**src/ssr_regs.svh**
```systemverilog
// Constants for the serial EEPROM status and instruction logic
`ifndef SSR_REGS_SVH
`define SSR_REGS_SVH

// Instruction opcodes
`define SSR_SET_WRITE_LATCH_CMD   8'h06
`define SSR_CLEAR_WRITE_LATCH_CMD 8'h04
`define SSR_READ_STATUS_CMD       8'h05
`define SSR_WRITE_STATUS_CMD      8'h01
`define SSR_READ_ARRAY_CMD        8'h03
`define SSR_WRITE_ARRAY_CMD       8'h02

// Status byte field positions
`define SSR_BUSY_FLAG_POS          0
`define SSR_WRITE_ENABLE_LATCH_POS 1
`define SSR_BLOCK_PROTECT_LO_POS   2
`define SSR_BLOCK_PROTECT_HI_POS   3
`define SSR_ZERO_FIELD_LO_POS      4
`define SSR_ZERO_FIELD_HI_POS      6
`define SSR_STATUS_LOCK_BIT_POS    7

// Reset values
`define SSR_BLOCK_PROTECT_RST      2'h0
`define SSR_STATUS_LOCK_RST        1'h0
`define SSR_WRITE_LATCH_RST        1'h0
`define SSR_CS_N_IDLE              1'h1

// Timing
`define SSR_NVM_CYCLE_TIME_NS      5000000
`define SSR_CLK_PERIOD_NS          4

`endif

```
**src/ssr_pkg.sv**
```systemverilog
// Types for the serial EEPROM status and instruction logic
package ssr_pkg;

  typedef enum logic [7:0] {
    S_IDLE    = 8'h01,
    S_OPCODE  = 8'h02,
    S_WAITCS  = 8'h04,
    S_STAT_OUT = 8'h08,
    S_WSDATA  = 8'h10,
    S_WSARMED = 8'h20,
    S_ARRAY   = 8'h40,
    S_IGNORE  = 8'h80
  } ssr_state_t;

endpackage

```
**src/ssr_sync.sv**
```systemverilog
// Two-stage synchroniser for inputs from outside the clock domain
module ssr_sync #(
  parameter int WIDTH = 1,
  parameter logic [WIDTH-1:0] RST_VAL = '0
) (
  // Clock and control
  input  wire logic             clk,
  input  wire logic             rst,
  input  wire logic             ce,
  // Data
  input  wire logic [WIDTH-1:0] d,
  output logic      [WIDTH-1:0] q
);

  logic [WIDTH-1:0] stage1Reg;

  always_ff @(posedge clk) begin
    if (rst) begin
      stage1Reg <= RST_VAL;
      q         <= RST_VAL;
    end else if (ce) begin
      stage1Reg <= d;
      q         <= stage1Reg;
    end
  end

endmodule // ssr_sync

```
**src/ssr_eeprom_ctrl.sv**
```systemverilog
// Instruction decoder and status byte logic of a serial EEPROM
`include "ssr_regs.svh"

module ssr_eeprom_ctrl #(
  parameter int NVM_CYCLES = `SSR_NVM_CYCLE_TIME_NS / `SSR_CLK_PERIOD_NS
) (
  // Clock, reset and enable
  input  wire logic        clk,
  input  wire logic        rst,
  input  wire logic        ce,
  // Serial pins
  input  wire logic        csN,
  input  wire logic        sclk,
  input  wire logic        mosi,
  input  wire logic        wpN,
  output logic             miso,
  output logic             misoOe,
  // Array engine hand-off
  output logic             cmdArrayRead,
  output logic             cmdArrayWrite,
  input  wire logic        arrayWriteReq,
  input  wire logic [15:0] arrayWriteAddr,
  output logic             arrayWriteAck,
  // Status view
  output logic             busyFlag,
  output logic [1:0]       blockProtect,
  output logic             hardwareLockMode
);

  localparam int CW = $clog2(NVM_CYCLES + 1);

  ////////////////////////////////////////////////////////////////////////////
  // Pin sampling and edge detection

  logic       csNS;
  logic       sclkS;
  logic       mosiS;
  logic       wpNS;
  logic       csNDly;
  logic       sclkDly;
  logic       sclkRise;
  logic       sclkFall;
  logic       csRise;
  logic       csFall;

  ssr_sync #(.WIDTH(4), .RST_VAL(4'h9)) uSync (
    .clk (clk),
    .rst (rst),
    .ce  (ce),
    .d   ({csN, sclk, mosi, wpN}),
    .q   ({csNS, sclkS, mosiS, wpNS})
  );

  always_ff @(posedge clk) begin
    if (rst) begin
      csNDly  <= `SSR_CS_N_IDLE;
      sclkDly <= 1'h0;
    end else if (ce) begin
      csNDly  <= csNS;
      sclkDly <= sclkS;
    end
  end

  assign sclkRise = ce & ~csNS & sclkS & ~sclkDly;
  assign sclkFall = ce & ~csNS & ~sclkS & sclkDly;
  assign csRise   = ce & csNS & ~csNDly;
  assign csFall   = ce & ~csNS & csNDly;

  ////////////////////////////////////////////////////////////////////////////
  // Shift register

  logic [2:0] bitCnt;
  logic [7:0] shiftIn;
  logic [7:0] rxByte;
  logic       byteDone;

  assign rxByte   = {shiftIn[6:0], mosiS};
  assign byteDone = sclkRise & (bitCnt == 3'h7);

  always_ff @(posedge clk) begin
    if (rst) begin
      bitCnt  <= 3'h0;
      shiftIn <= 8'h00;
    end else if (csFall) begin
      bitCnt  <= 3'h0;
    end else if (sclkRise) begin
      shiftIn <= rxByte;
      bitCnt  <= bitCnt + 3'h1;
    end
  end

  ////////////////////////////////////////////////////////////////////////////
  // Status state

  ssr_pkg::ssr_state_t state;
  logic [7:0]          opReg;
  logic                weReg;
  logic                lockReg;
  logic [1:0]          bpReg;
  logic [1:0]          pendBp;
  logic                pendLock;
  logic                busyReg;
  logic                statusWrCycle;
  logic [CW-1:0]       cycleCnt;
  logic                cycleDone;
  logic                arrayStart;
  logic [7:0]          statusByte;

  function automatic logic inProtected(input logic [1:0] bp, input logic [15:0] addr);
    case (bp)
      2'h1:    inProtected = (addr[15:14] == 2'h3);
      2'h2:    inProtected = addr[15];
      2'h3:    inProtected = 1'h1;
      default: inProtected = 1'h0;
    endcase
  endfunction

  always_comb begin
    statusByte                                                  = 8'h00;
    statusByte[`SSR_BUSY_FLAG_POS]                              = busyReg;
    statusByte[`SSR_WRITE_ENABLE_LATCH_POS]                     = weReg;
    statusByte[`SSR_BLOCK_PROTECT_HI_POS:`SSR_BLOCK_PROTECT_LO_POS] = bpReg;
    statusByte[`SSR_STATUS_LOCK_BIT_POS]                        = lockReg;
  end

  assign cycleDone = ce & busyReg & (cycleCnt == CW'(0));
  assign arrayStart = ce & arrayWriteReq & weReg & ~busyReg
                      & ~inProtected(bpReg, arrayWriteAddr);

  ////////////////////////////////////////////////////////////////////////////
  // Instruction sequencer

  always_ff @(posedge clk) begin
    if (rst) begin
      state <= ssr_pkg::S_IDLE;
      opReg <= 8'h00;
    end else if (ce) begin
      if (csRise) begin
        state <= ssr_pkg::S_IDLE;
      end else if (csFall) begin
        state <= ssr_pkg::S_OPCODE;
      end else if (byteDone && state == ssr_pkg::S_OPCODE) begin
        opReg <= rxByte;
        case (rxByte)
          `SSR_SET_WRITE_LATCH_CMD,
          `SSR_CLEAR_WRITE_LATCH_CMD: begin
            state <= busyReg ? ssr_pkg::S_IGNORE : ssr_pkg::S_WAITCS;
          end
          `SSR_READ_STATUS_CMD: begin
            state <= ssr_pkg::S_STAT_OUT;
          end
          `SSR_WRITE_STATUS_CMD: begin
            if (!weReg || hardwareLockMode || busyReg) begin
              state <= ssr_pkg::S_IGNORE;
            end else begin
              state <= ssr_pkg::S_WSDATA;
            end
          end
          `SSR_READ_ARRAY_CMD,
          `SSR_WRITE_ARRAY_CMD: begin
            state <= busyReg ? ssr_pkg::S_IGNORE : ssr_pkg::S_ARRAY;
          end
          default: begin
            state <= ssr_pkg::S_IGNORE;
          end
        endcase
      end else if (byteDone && state == ssr_pkg::S_WSDATA) begin
        state <= ssr_pkg::S_WSARMED;
      end else if (sclkRise && state == ssr_pkg::S_WSARMED) begin
        state <= ssr_pkg::S_IGNORE;
      end
    end
  end

  // Pending status values
  always_ff @(posedge clk) begin
    if (rst) begin
      pendBp   <= `SSR_BLOCK_PROTECT_RST;
      pendLock <= `SSR_STATUS_LOCK_RST;
    end else if (byteDone && state == ssr_pkg::S_WSDATA) begin
      pendBp   <= rxByte[`SSR_BLOCK_PROTECT_HI_POS:`SSR_BLOCK_PROTECT_LO_POS];
      pendLock <= rxByte[`SSR_STATUS_LOCK_BIT_POS];
    end
  end

  ////////////////////////////////////////////////////////////////////////////
  // Self-timed write cycle

  always_ff @(posedge clk) begin
    if (rst) begin
      busyReg   <= 1'h0;
      statusWrCycle <= 1'h0;
      cycleCnt  <= CW'(0);
    end else if (ce) begin
      if (csRise && state == ssr_pkg::S_WSARMED) begin
        busyReg   <= 1'h1;
        statusWrCycle <= 1'h1;
        cycleCnt  <= CW'(NVM_CYCLES - 1);
      end else if (arrayStart) begin
        busyReg   <= 1'h1;
        statusWrCycle <= 1'h0;
        cycleCnt  <= CW'(NVM_CYCLES - 1);
      end else if (cycleDone) begin
        busyReg   <= 1'h0;
        statusWrCycle <= 1'h0;
      end else if (busyReg) begin
        cycleCnt  <= cycleCnt - CW'(1);
      end
    end
  end

  always_ff @(posedge clk) begin
    if (rst) begin
      bpReg   <= `SSR_BLOCK_PROTECT_RST;
      lockReg <= `SSR_STATUS_LOCK_RST;
    end else if (cycleDone && statusWrCycle) begin
      bpReg   <= pendBp;
      lockReg <= pendLock;
    end
  end

  always_ff @(posedge clk) begin
    if (rst) begin
      weReg <= `SSR_WRITE_LATCH_RST;
    end else if (ce) begin
      if (cycleDone) begin
        weReg <= 1'h0;
      end else if (csRise && state == ssr_pkg::S_WAITCS) begin
        weReg <= (opReg == `SSR_SET_WRITE_LATCH_CMD);
      end
    end
  end

  ////////////////////////////////////////////////////////////////////////////
  // Serial output

  logic [2:0] outIdx;
  logic [7:0] txByte;

  always_ff @(posedge clk) begin
    if (rst) begin
      outIdx <= 3'h7;
      txByte <= 8'h00;
      miso   <= 1'h0;
    end else if (ce) begin
      if (byteDone && state == ssr_pkg::S_OPCODE) begin
        outIdx <= 3'h7;
      end else if (sclkFall && state == ssr_pkg::S_STAT_OUT) begin
        if (outIdx == 3'h7) begin
          txByte <= statusByte;
          miso   <= statusByte[7];
        end else begin
          miso   <= txByte[outIdx];
        end
        outIdx <= outIdx - 3'h1;
      end
    end
  end

  always_ff @(posedge clk) begin
    if (rst) begin
      misoOe <= 1'h0;
    end else if (ce) begin
      misoOe <= (state == ssr_pkg::S_STAT_OUT) & ~csNS & ~csRise;
    end
  end

  ////////////////////////////////////////////////////////////////////////////
  // Hand-off and status outputs

  always_ff @(posedge clk) begin
    if (rst) begin
      cmdArrayRead     <= 1'h0;
      cmdArrayWrite    <= 1'h0;
      arrayWriteAck    <= 1'h0;
      busyFlag         <= 1'h0;
      blockProtect     <= `SSR_BLOCK_PROTECT_RST;
      hardwareLockMode <= 1'h0;
    end else if (ce) begin
      cmdArrayRead     <= byteDone && state == ssr_pkg::S_OPCODE && !busyReg
                          && rxByte == `SSR_READ_ARRAY_CMD;
      cmdArrayWrite    <= byteDone && state == ssr_pkg::S_OPCODE && !busyReg
                          && rxByte == `SSR_WRITE_ARRAY_CMD;
      arrayWriteAck    <= arrayStart;
      busyFlag         <= busyReg;
      blockProtect     <= bpReg;
      hardwareLockMode <= lockReg & ~wpNS;
    end
  end

  ////////////////////////////////////////////////////////////////////////////
  // Checks

  property p_inv_ignore;
    @(posedge clk) disable iff (rst)
    (byteDone && state == ssr_pkg::S_OPCODE && !csRise && rxByte[7:2] != 6'h00
     && rxByte != 8'h04 && rxByte != 8'h05 && rxByte != 8'h06)
    |=> state == ssr_pkg::S_IGNORE;
  endproperty
  a_inv_ignore: assert property (p_inv_ignore) else $error("bad opcode not ignored");

  property p_wel_done;
    @(posedge clk) disable iff (rst)
    cycleDone |=> !weReg && !busyReg;
  endproperty
  a_wel_done: assert property (p_wel_done) else $error("latch or busy not cleared");

  property p_busy_len;
    @(posedge clk) disable iff (rst)
    (ce && !busyReg && csRise && state == ssr_pkg::S_WSARMED) |=> busyReg [*2];
  endproperty
  a_busy_len: assert property (p_busy_len) else $error("busy not held");

  property p_wel_gate;
    @(posedge clk) disable iff (rst)
    (byteDone && state == ssr_pkg::S_OPCODE && !csRise && !weReg
     && rxByte == `SSR_WRITE_STATUS_CMD) |=> state == ssr_pkg::S_IGNORE;
  endproperty
  a_wel_gate: assert property (p_wel_gate) else $error("status write without latch");

  property p_hw_lock;
    @(posedge clk) disable iff (rst)
    (byteDone && state == ssr_pkg::S_OPCODE && !csRise && hardwareLockMode
     && rxByte == `SSR_WRITE_STATUS_CMD) |=> state != ssr_pkg::S_WSDATA;
  endproperty
  a_hw_lock: assert property (p_hw_lock) else $error("locked status write taken");

  property p_bp_frozen;
    @(posedge clk) disable iff (rst)
    (busyReg && !cycleDone) |=> $stable(bpReg) && $stable(lockReg);
  endproperty
  a_bp_frozen: assert property (p_bp_frozen) else $error("protect changed mid cycle");

  property p_status_map;
    @(posedge clk) disable iff (rst)
    statusByte[6:4] == 3'h0 && statusByte[0] == busyReg && statusByte[1] == weReg;
  endproperty
  a_status_map: assert property (p_status_map) else $error("status layout wrong");

  property p_oe_off;
    @(posedge clk) disable iff (rst)
    (ce && csNS) |=> !misoOe;
  endproperty
  a_oe_off: assert property (p_oe_off) else $error("output on while deselected");

  property p_armed_cancel;
    @(posedge clk) disable iff (rst)
    (sclkRise && state == ssr_pkg::S_WSARMED && !csRise) |=> state == ssr_pkg::S_IGNORE;
  endproperty
  a_armed_cancel: assert property (p_armed_cancel) else $error("ninth clock not cancelled");

endmodule // ssr_eeprom_ctrl

```
**config.mk**
```make
export PLATFORM = sky130hd
export DESIGN_NAME = ssr_eeprom_ctrl
export DESIGN_NICKNAME = d
export VERILOG_FILES = /design/src/ssr_pkg.sv /design/src/ssr_sync.sv /design/src/ssr_eeprom_ctrl.sv
export VERILOG_INCLUDE_DIRS = /design/src /design/src/src
export SDC_FILE = /design/constraint.sdc
export NUM_CORES = 1
export LEC_CHECK = 0
export BUFFER_PORTS_ARGS = -buffer_cell sky130_fd_sc_hd__buf_2
export CORE_UTILIZATION = 45
export DETAILED_ROUTE_END_ITERATION = 7
export GPL_ROUTABILITY_DRIVEN = 0
export PLACE_DENSITY = 0.61
export SETUP_SLACK_MARGIN = 0.1
export SLEW_MARGIN = 20
export SYNTH_ARGS = -nofsm -noshare
export SYNTH_HDL_FRONTEND = slang
export SYNTH_SLANG_ARGS = --single-unit
```
**constraint.sdc**
```tcl
create_clock -name clk -period 2.5 [get_ports clk]
set_input_delay 0.125 -clock clk [delete_from_list [all_inputs] [get_ports clk]]
set_output_delay 0.125 -clock clk [all_outputs]
set_load 0.005 [all_outputs]
```
==> qor.yml, run 1 <==
tns_ns: 0
wl_per_cell_um: 14.1
vdd_drop_max_mv: 0.279
clock_latency_ns: 0.35
io_buffers: 18
rows: 32
ys.flop_type: "dfxtp_1"
p_leak_nw: 1.60
synth_seq_cells: 83
criticalPathCategory: "flop to flop"
drtPass1Iterations: 4
final_antenna_net_count: 0
fmax_ghz: 0.438
area_delta_synth_final_pct: 11.4
worstPathMaxFanout: 6
dp_hpwl_um: 5300
async_flop_share: 0
post-route-drc-count: 0
worstMarginPinSlew_ns: 0.696
nets: 466
hold_viol: 0
antenna_found_initial: 0
regToRegEndpoint: "cycleCnt[1]"
worstPathArrival_ns: 2.57
viasPerCell: 5.36
fin_crit_sh: 0.914
dieArea_um2: 8630
post_cts_buffers: 0
r2r-start: "cycleCnt[16]"
grt_max_degree: 34
worstPathRequired_ns: 2.78
slowest_delay_ns: 0.57
grt.overflow.total: 0
crit_chain: "or4_1 -> or4_4 -> o211ai_1 -> mux2_2 -> a21oi_1"
groute.usage.overall: 0.188
yosys.cell_types.count: 54
rsz0062_at_grt: "no"
outcome: "finished, final reports clean"
pwr_density_cell_nw_per_um2: 582
clk_pin_slew_ns: 0.09
synth_fp_nets: 450
cp-end-kind: "flop"
fp.coreArea_um2: 7850
die_w_um: 92.9
rrSetupSlack_ns: 0.22
crit_end: "cycleCnt[1]"
maxCapViolCount: 0
finalCriticalPeriod_ns: 2.28
cts-htree-levels: 3
startpoint: "cycleCnt[16]"
post_synth.cell_area_avg_um2: 8.85
die_y_um: 92.9
final_layout_size_suffix_gt1_frac: 0.134
synth-edff-count: 0
layout.cells.non_filler: 543
postSynthCellCount: 420
dp.cells: 524
worst_slack_ns: 0.216
setup_viol_count_final: 0
first_iter_violations: 126
clock-sinks: 83
reg2reg_depth: 5
antenna_cells: 0
root_buffer: "clkbuf_8"
grt_pass1_wl_um: 12900
worstSetupStartpointType: "flop"
ys.warnings.count: 0
place_ws_ns: 0.167
skew_ns: 0.0135
hp-class: "input port to flop"
io_pins: 33
slew_viol_final: 0
max_slew_margin: 0.531
num_vias: 2909
slowest_stage: "or4_4"
cts_tree: "built"
clk_path_buf_depth: 2
start_util: 0.474
cts_buffers: 9
ys_seq_area_frac: 0.447
synthesis.area_um2: 3720
grt_pass1_vias: 2766
routed_wl_um: 7650
[layout make-up]
cell class	instances	area, um2
clock buffer	9	124
clock inverter	7	77.6
fill	751	3710
inverter	12	45.0
multi-input combinational	296	1890
sequential	83	1660
tap	102	128
timing repair buffer	34	218
[per-stage QoR]
step	hold slack (ns)	utilization	cell area (um2)	power, mW
CTS	0.00885	0.528	4140	2.44
global route	0.0408	0.528	4140	2.52
finish	0.0110	0.528	4140	2.41
floorplan	0.247	-	3720	1.44
global placement	0.333	0.498	3910	1.46
detailed placement	0.340	0.498	3910	1.46
[cells in the final DEF (no fill, tap or decap), types with 11 or more instances in the layout]
cell,Yosys,final
nand3_1,13,13
xor2_1,16,16
nor2_1,51,51
buf_4,0,13
dfxtp_1,83,82
buf_2,3,18
a21oi_1,33,33
nand2_1,34,34
mux2i_1,23,23
inv_1,11,11
[layer usage]
layer / track usage / part of all wire / vias to the layer above
li1: - / - / 1507
met1: 0.244 / 0.50 / 1363
met2: 0.316 / 0.47 / 34
met3: 0.0369 / 0.025 / 5
met4: 0.0513 / 0.0075 / 0
met5: 0 / 0 / -
[repair_timing]
item,CTS,global route
endpoints found under the hold margin,3,0
gates resized for setup,0,1
setup endpoints to repair,0,5
hold buffers,3,0
[registers in the layout, indices dropped and copies added (netlist names), 3 cells and up]
register and cells:
txByte 5, uSync.stage1Reg 4, uSync.q 4, bitCnt 3, outIdx 3, opReg 8, cycleCnt 21, shiftIn 7
state 8
[logic make-up (layout without fill, tap and decap cells)]
family,after synthesis,after routing,share of synthesized area
buffers and inverters,41,62,0.0474
AOI/OAI and AO/OA,75,75,0.126
adders and majority gates,6,6,0.0202
and+or+nand+nor,169,169,0.239
muxes,25,25,0.0710
DFF,83,83,0.447
xor gates and xnor gates,21,21,0.0495
[cell usage after synthesis (2+ instances only)]
| master | number | area (um2) |
|---|---|---|
| o32ai_1 | 3 | 26.3 |
| nand4b_1 | 3 | 26.3 |
| nand2b_1 | 8 | 50.1 |
| a21oi_1 | 33 | 165 |
| and3b_1 | 2 | 17.5 |
| or4_1 | 4 | 30.0 |
| o21ai_0 | 9 | 45.0 |
| clkbuf_1 | 23 | 86.3 |
| nand2_1 | 34 | 128 |
| nor2b_1 | 3 | 18.8 |
| nand4_1 | 9 | 56.3 |
| buf_2 | 3 | 15.0 |
| ha_1 | 6 | 75.1 |
| nand3_1 | 13 | 65.1 |
| inv_1 | 11 | 41.3 |
| o211ai_1 | 9 | 67.6 |
| or2_2 | 3 | 18.8 |
| a31oi_1 | 5 | 31.3 |
| a211oi_1 | 2 | 15.0 |
| xor2_1 | 16 | 140 |
| mux2i_1 | 23 | 230 |
| and3_1 | 2 | 12.5 |
| nor4b_1 | 2 | 17.5 |
| or3_1 | 5 | 31.3 |
| and2_1 | 6 | 37.5 |
| nor3_1 | 7 | 35.0 |
| a211o_1 | 6 | 52.6 |
| dfxtp_1 | 83 | 1660 |
| nor4_1 | 6 | 37.5 |
| nor3b_1 | 2 | 15.0 |
| nor2_1 | 51 | 191 |
| or4_4 | 2 | 22.5 |
| xnor2_1 | 5 | 43.8 |
[worst max-delay path: cells and delay by family (launching register included)]
kind,cells,cell delay (ns)
AND/OR/NAND/NOR,2,1.12
AO/OA/AOI/OAI,2,0.40
multiplexers,1,0.36
flip-flops,1,0.35
[report_power, final]
part,leakage [nW],total [mW],switching [mW],internal (mW)
clock,0.0998,0.977,0.508,0.468
sequential,0.671,1.35,0.0133,1.33
combinational,0.832,0.0891,0.0547,0.0344
[worst min-delay path by stage]
stage	slack, ns	startpoint	to	cells after the start
after global routing	0.04	sclk	uSync.stage1Reg[2]	3
after detailed placement	0.34	wpN	uSync.stage1Reg[0]	2
final	0.01	sclk	uSync.stage1Reg[2]	3
after floorplan	0.25	wpN	uSync.stage1Reg[0]	1
after global placement	0.33	wpN	uSync.stage1Reg[0]	2
after CTS	0.009	sclk	uSync.stage1Reg[2]	3
No activity file was read; power rests on OpenSTA's default activity.
==> run 2, diff against run 1 <==
- SYNTH_HIERARCHICAL: not set -> 1
==> run 2 against run 1 <==
Total power shrank 1.1%; sequential power is essentially flat; critical path depth is the same; non-clock buffer count grew 5; synthesized cell count grew 0.48%; final cell count grew 3.5%; fmax grew 0.23%; highest routed layer unchanged.
==> qor.yml, run 2 <==
netlist.area_leader.share: 0.438
cp_common_cell: "or4_4"
fp.coreArea_um2: 8180
synth_most_common_cell: "dfxtp_1"
routed_wl_um: 8210
groute.usage.overall: 0.204
vdd_drop_max_mv: 0.313
slew_viol_final: 0
hp-class: "input port to flop"
rows: 33
rsz0062_at_grt: "no"
final_antenna_net_count: 0
start_util: 0.464
largest_reg_flops: 21
final_layout_size_suffix_gt1_frac: 0.155
pwr_density_cell_nw_per_um2: 556
root_buffer: "clkbuf_8"
slowest_stage: "or4_4"
cts-htree-levels: 3
antenna_cells: 0
finalCriticalPeriod_ns: 2.28
die_w_um: 93.8
ys_seq_area_frac: 0.438
post_synth.cell_area_avg_um2: 8.99
clock_latency_ns: 0.36
worstPathRequired_ns: 2.75
fin_hold_ws_ns: 0.00901
cp-end-kind: "flop"
grt_pass1_vias: 2871
grt_max_degree: 27
worstMarginPinSlew_ns: 0.559
grt_pass1_wl_um: 13700
clock-sinks: 83
synth_commonest_cells: "dfxtp_1 (83), nor2_1 (54), a21oi_1 (35)"
clk_path_buf_depth: 2
critPathTopFamily: "simple AND/OR/NAND/NOR gates"
viasPerCell: 5.54
fin_crit_sh: 0.912
synth_fp_nets: 452
yosys.area.top_type: "dfxtp_1"
slowest_delay_ns: 0.62
area_delta_synth_final_pct: 12.9
worstPathArrival_ns: 2.53
cts_buffers: 9
criticalPathCategory: "flop to flop"
crit_chain: "or4_4 -> or4_4 -> or2_2 -> o211ai_1 -> a21oi_1"
antenna_found_initial: 0
max_slew_margin: 0.625
maxCapViolCount: 0
skew_ns: 0.0132
r2r-start: "cycleCnt[2]"
final_common_cell: "dfxtp_1"
worstPathMaxFanout: 12
dieArea_um2: 8800
startpoint: "cycleCnt[2]"
worstSetupStartpointType: "flop"
die_y_um: 93.8
synth-edff-count: 0
grt.overflow.total: 0
layout_common_cells: "dfxtp_1 (83), nor2_1 (54), a21oi_1 (35), mux2i_1 (30), nand2_1 (29)"
postSynthCellCount: 422
synth_seq_cells: 83
drtPass1Iterations: 4
p_total_mw: 2.38
p_leak_nw: 1.68
wl_per_cell_um: 14.6
first_iter_violations: 99
hold_viol: 0
synth_area_leaders: "dfxtp_1 (44%), mux2i_1 (7.9%), nor2_1 (5.3%)"
ys.flop_type: "dfxtp_1"
min_from: "sclk"
regMostFlops: "cycleCnt"
post-route-drc-count: 0
clk_pin_slew_ns: 0.09
nets: 482
crit_buf_inv: 0
tns_ns: 0
num_vias: 3114
dp_hpwl_um: 5680
ys.warnings.count: 6
cts_tree: "built"
outcome: "finished, final reports clean"
yosys.cell_types.count: 56
io_pins: 33
fmax_ghz: 0.439
async_flop_share: 0
io_buffers: 18
place_ws_ns: 0.0239
worst_slack_ns: 0.221
synthesis.area_um2: 3790
reg_top3: "cycleCnt: 21 flops, opReg: 8 flops, state: 8 flops"
setup_viol_count_final: 0
==> run 2: cell count changes in the layout (fill, tap and decap cells not counted), sizes merged, moves of 3 or more <==
cell    previous run  this run
a21boi             0         3
and2               6         2
buf               31        37
inv               12         9
mux2i             23        30
nand2             34        29
nand3             13         6
nor2              51        54
nor2b              3         9
nor3               7        15
o211ai            10         7
o21ai             10        17
or3                5         8
==> run 2: report_power, final <==
part           internal, mW  switching [mW]
Sequential             1.33          0.0140
Combinational        0.0458          0.0739
Clock                 0.398           0.519
Total                  1.78           0.607
==> run 2: kinds of logic after synthesis <==
logic type / synth area share
AND/OR/NAND/NOR: 0.241
multiplexers: 0.0851
buffers and inverters: 0.0336
flip-flops: 0.438
adder cells (fa/ha/maj): 0.0198
XOR/XNOR: 0.0462
AO/OA/AOI/OAI: 0.136
==> run 2: through the flow <==
| stage | utilization | std cells | cell area (um2) |
|---|---|---|---|
| global route | 0.524 | 562 | 4290 |
| detailed placement | 0.495 | 542 | 4050 |
| global placement | 0.495 | 542 | 4050 |
| floorplan | - | 422 | 3790 |
| finish | 0.524 | 562 | 4290 |
| CTS | 0.522 | 560 | 4270 |
==> run 2: path summary, 6_finish.rpt <==
path	endpoint	slack, ns	cells past startpoint
setup / recovery	statusWrCycle	0.22	5
hold / removal	uSync/stage1Reg[2]	0.009	3
setup reg to reg	statusWrCycle	0.22	5
hold reg to reg	cmdArrayWrite	0.46	2
==> run 2: tightest hold or removal path, delay by kind of cell <==
family	cells	cell delay [ns]
buf+inv	1	0.07
mux	1	0.05
simple gates	1	0.08
==> run 2: metal layers <==
layer	up-vias	wire length, um	track usage
li1	1570	-	-
met1	1476	4070	0.277
met2	54	3690	0.308
met3	14	255	0.0437
met4	0	184	0.0936
met5	-	0	0
==> run 2: final cells by class <==
type | instances | area [um2]
clock buffer | 10 | 138
clock inverter | 6 | 50.0
fill | 775 | 3890
inverter | 9 | 33.8
multi-input combinational | 310 | 2010
sequential | 83 | 1660
tap | 105 | 131
timing repair buffer | 39 | 256
==> run 2: what timing repair did <==
action | CTS | global route
endpoints found under the setup margin | 8 | 12
hold buffers | 2 | 0
endpoints found under the hold margin | 2 | 0
setup buffers | 0 | 2
pin swaps | 1 | 2
gates resized for setup | 2 | 1
==> run 3, diff against run 2 <==
- CORE_UTILIZATION: 45 -> 35
- PLACE_DENSITY: 0.61 -> 0.49
==> run 3 against run 2 <==
Clock skew down 0.0053 ns; clock power down 2.5%; die area up 28%; hold slack better by 0.13 ns; total power down 0.76%; final cell count up 5.9%.
==> qor.yml, run 3 (synthesis results as in run 2) <==
netSwitchingFraction: 0.241
criticalPathCategory: "flop to flop"
vdd_drop_max_mv: 0.245
clk_pin_slew_ns: 0.08
tns_ns: 0
area_delta_synth_final_pct: 14.4
cts-htree-levels: 3
final_layout_size_suffix_gt1_frac: 0.150
layout_common_cells: "dfxtp_1 (83), nor2_1 (54), a21oi_1 (35), mux2i_1 (30), nand2_1 (29)"
multi_input_area_um2: 2020
antenna_found_initial: 0
skew_ns: 0.00788
io_buffers: 18
worstSetupStartpointType: "flop"
slew_viol_final: 0
nets: 484
first_iter_violations: 125
dp_hpwl_um: 6110
dieArea_um2: 11300
use_met1: 0.234
fin_hold_ws_ns: 0.141
gr-max-usage-layer: "met2"
cts_tree: "built"
grt.overflow.total: 0
grt_use_met3: 0.0349
die_y_um: 106
power.switching_uw: 570
groute.usage.overall: 0.174
worstPathMaxFanout: 12
root_buffer: "clkbuf_8"
ff_latch_area_um2: 1660
p_seq_frac: 0.569
cp-end-kind: "flop"
grtUsageMet2: 0.266
io_pins: 33
post-route-drc-count: 0
pwr_density_cell_nw_per_um2: 545
start_util: 0.364
hp-class: "input port to flop"
rows: 37
outcome: "finished, final reports clean"
p_int_mw: 1.80
worstMarginPinSlew_ns: 0.565
fmax_ghz: 0.437
num_vias: 3122
clock-sinks: 83
max_slew_margin: 0.621
worstPathArrival_ns: 2.54
maxCapViolCount: 0
finalCriticalPeriod_ns: 2.29
drtPass1Iterations: 4
p_leak_nw: 1.69
largest_reg_flops: 21
regMostFlops: "cycleCnt"
clock_power_share: 0.378
die_w_um: 106
wl_per_cell_um: 15.0
final_common_cell: "dfxtp_1"
cts_buffers: 9
routed_wl_um: 8900
fin_crit_sh: 0.915
comb_power_share: 0.053
rsz0062_at_grt: "no"
grt_pass1_vias: 3028
grt_max_degree: 40
fp.coreArea_um2: 10400
grt_pass1_wl_um: 15200
antenna_cells: 0
fillCellCount: 1084
clock_latency_ns: 0.36
viasPerCell: 5.25
setup_viol_count_final: 0
reg_top3: "cycleCnt: 21 flops, opReg: 8 flops, state: 8 flops"
hold_viol: 0
clk_path_buf_depth: 2
worstPathRequired_ns: 2.76
final_antenna_net_count: 0
==> run 3: worst paths after layout <==
path | slack, ns | cells past startpoint | start | end
worst max-delay path | 0.21 | 5 | cycleCnt[2] | statusWrCycle
worst min register to register | 0.46 | 1 | uSync/stage1Reg[3] | uSync/q[3]
worst max register to register | 0.21 | 5 | cycleCnt[2] | statusWrCycle
worst min-delay path | 0.14 | 3 | arrayWriteAddr[15] | arrayWriteAck
==> run 3: cell type report <==
cell class	instances	area share
clock buffers	14	0.0375
multi-input cells	310	0.465
well taps	136	0.0392
clock inverters	2	0.00231
repair buffers	41	0.0657
inverters	9	0.00778
flip-flops and latches	83	0.383
==> run 3: per-stage QoR <==
stage               total power, mW  setup WS, ns  cell area, um2  cells  utilization
floorplan                      1.46         0.206            3790    422            -
global placement               1.50         0.108            4100    573        0.394
detailed placement             1.50        0.0863            4100    573        0.394
CTS                            2.40         0.213            4330    594        0.416
global route                   2.48         0.112            4340    595        0.417
finish                         2.37         0.212            4340    595        0.417
==> run 3: metal layers <==
metal  vias up  share of wire
li1       1583              -
met1      1464           0.51
met2        58           0.43
met3        17          0.033
met4         0          0.021
met5         -              0
==> run 3: what timing repair did <==
action | CTS | global route
setup endpoints to repair | 12 | 1
gates resized for setup | 2 | 1
setup buffers | 1 | 1
hold buffers | 4 | 0
pin swaps | 1 | 0
hold endpoints to repair | 4 | 0
==> run 3: power by group through the flow <==
stage / registers (mW) / logic [mW] / clock network [mW]
finish: 1.35 / 0.126 / 0.894
global route: 1.35 / 0.140 / 0.988
CTS: 1.35 / 0.127 / 0.926
detailed placement: 1.38 / 0.121 / 0
global placement: 1.38 / 0.120 / 0
floorplan: 1.37 / 0.0828 / 0
==> run 3: critical path, stage by stage, from the launching register on <==
cell,delay [ns]
dfxtp_1,0.35
or4_4,0.58
or4_4,0.62
or2_2,0.35
o211ai_1,0.19
a21oi_1,0.09
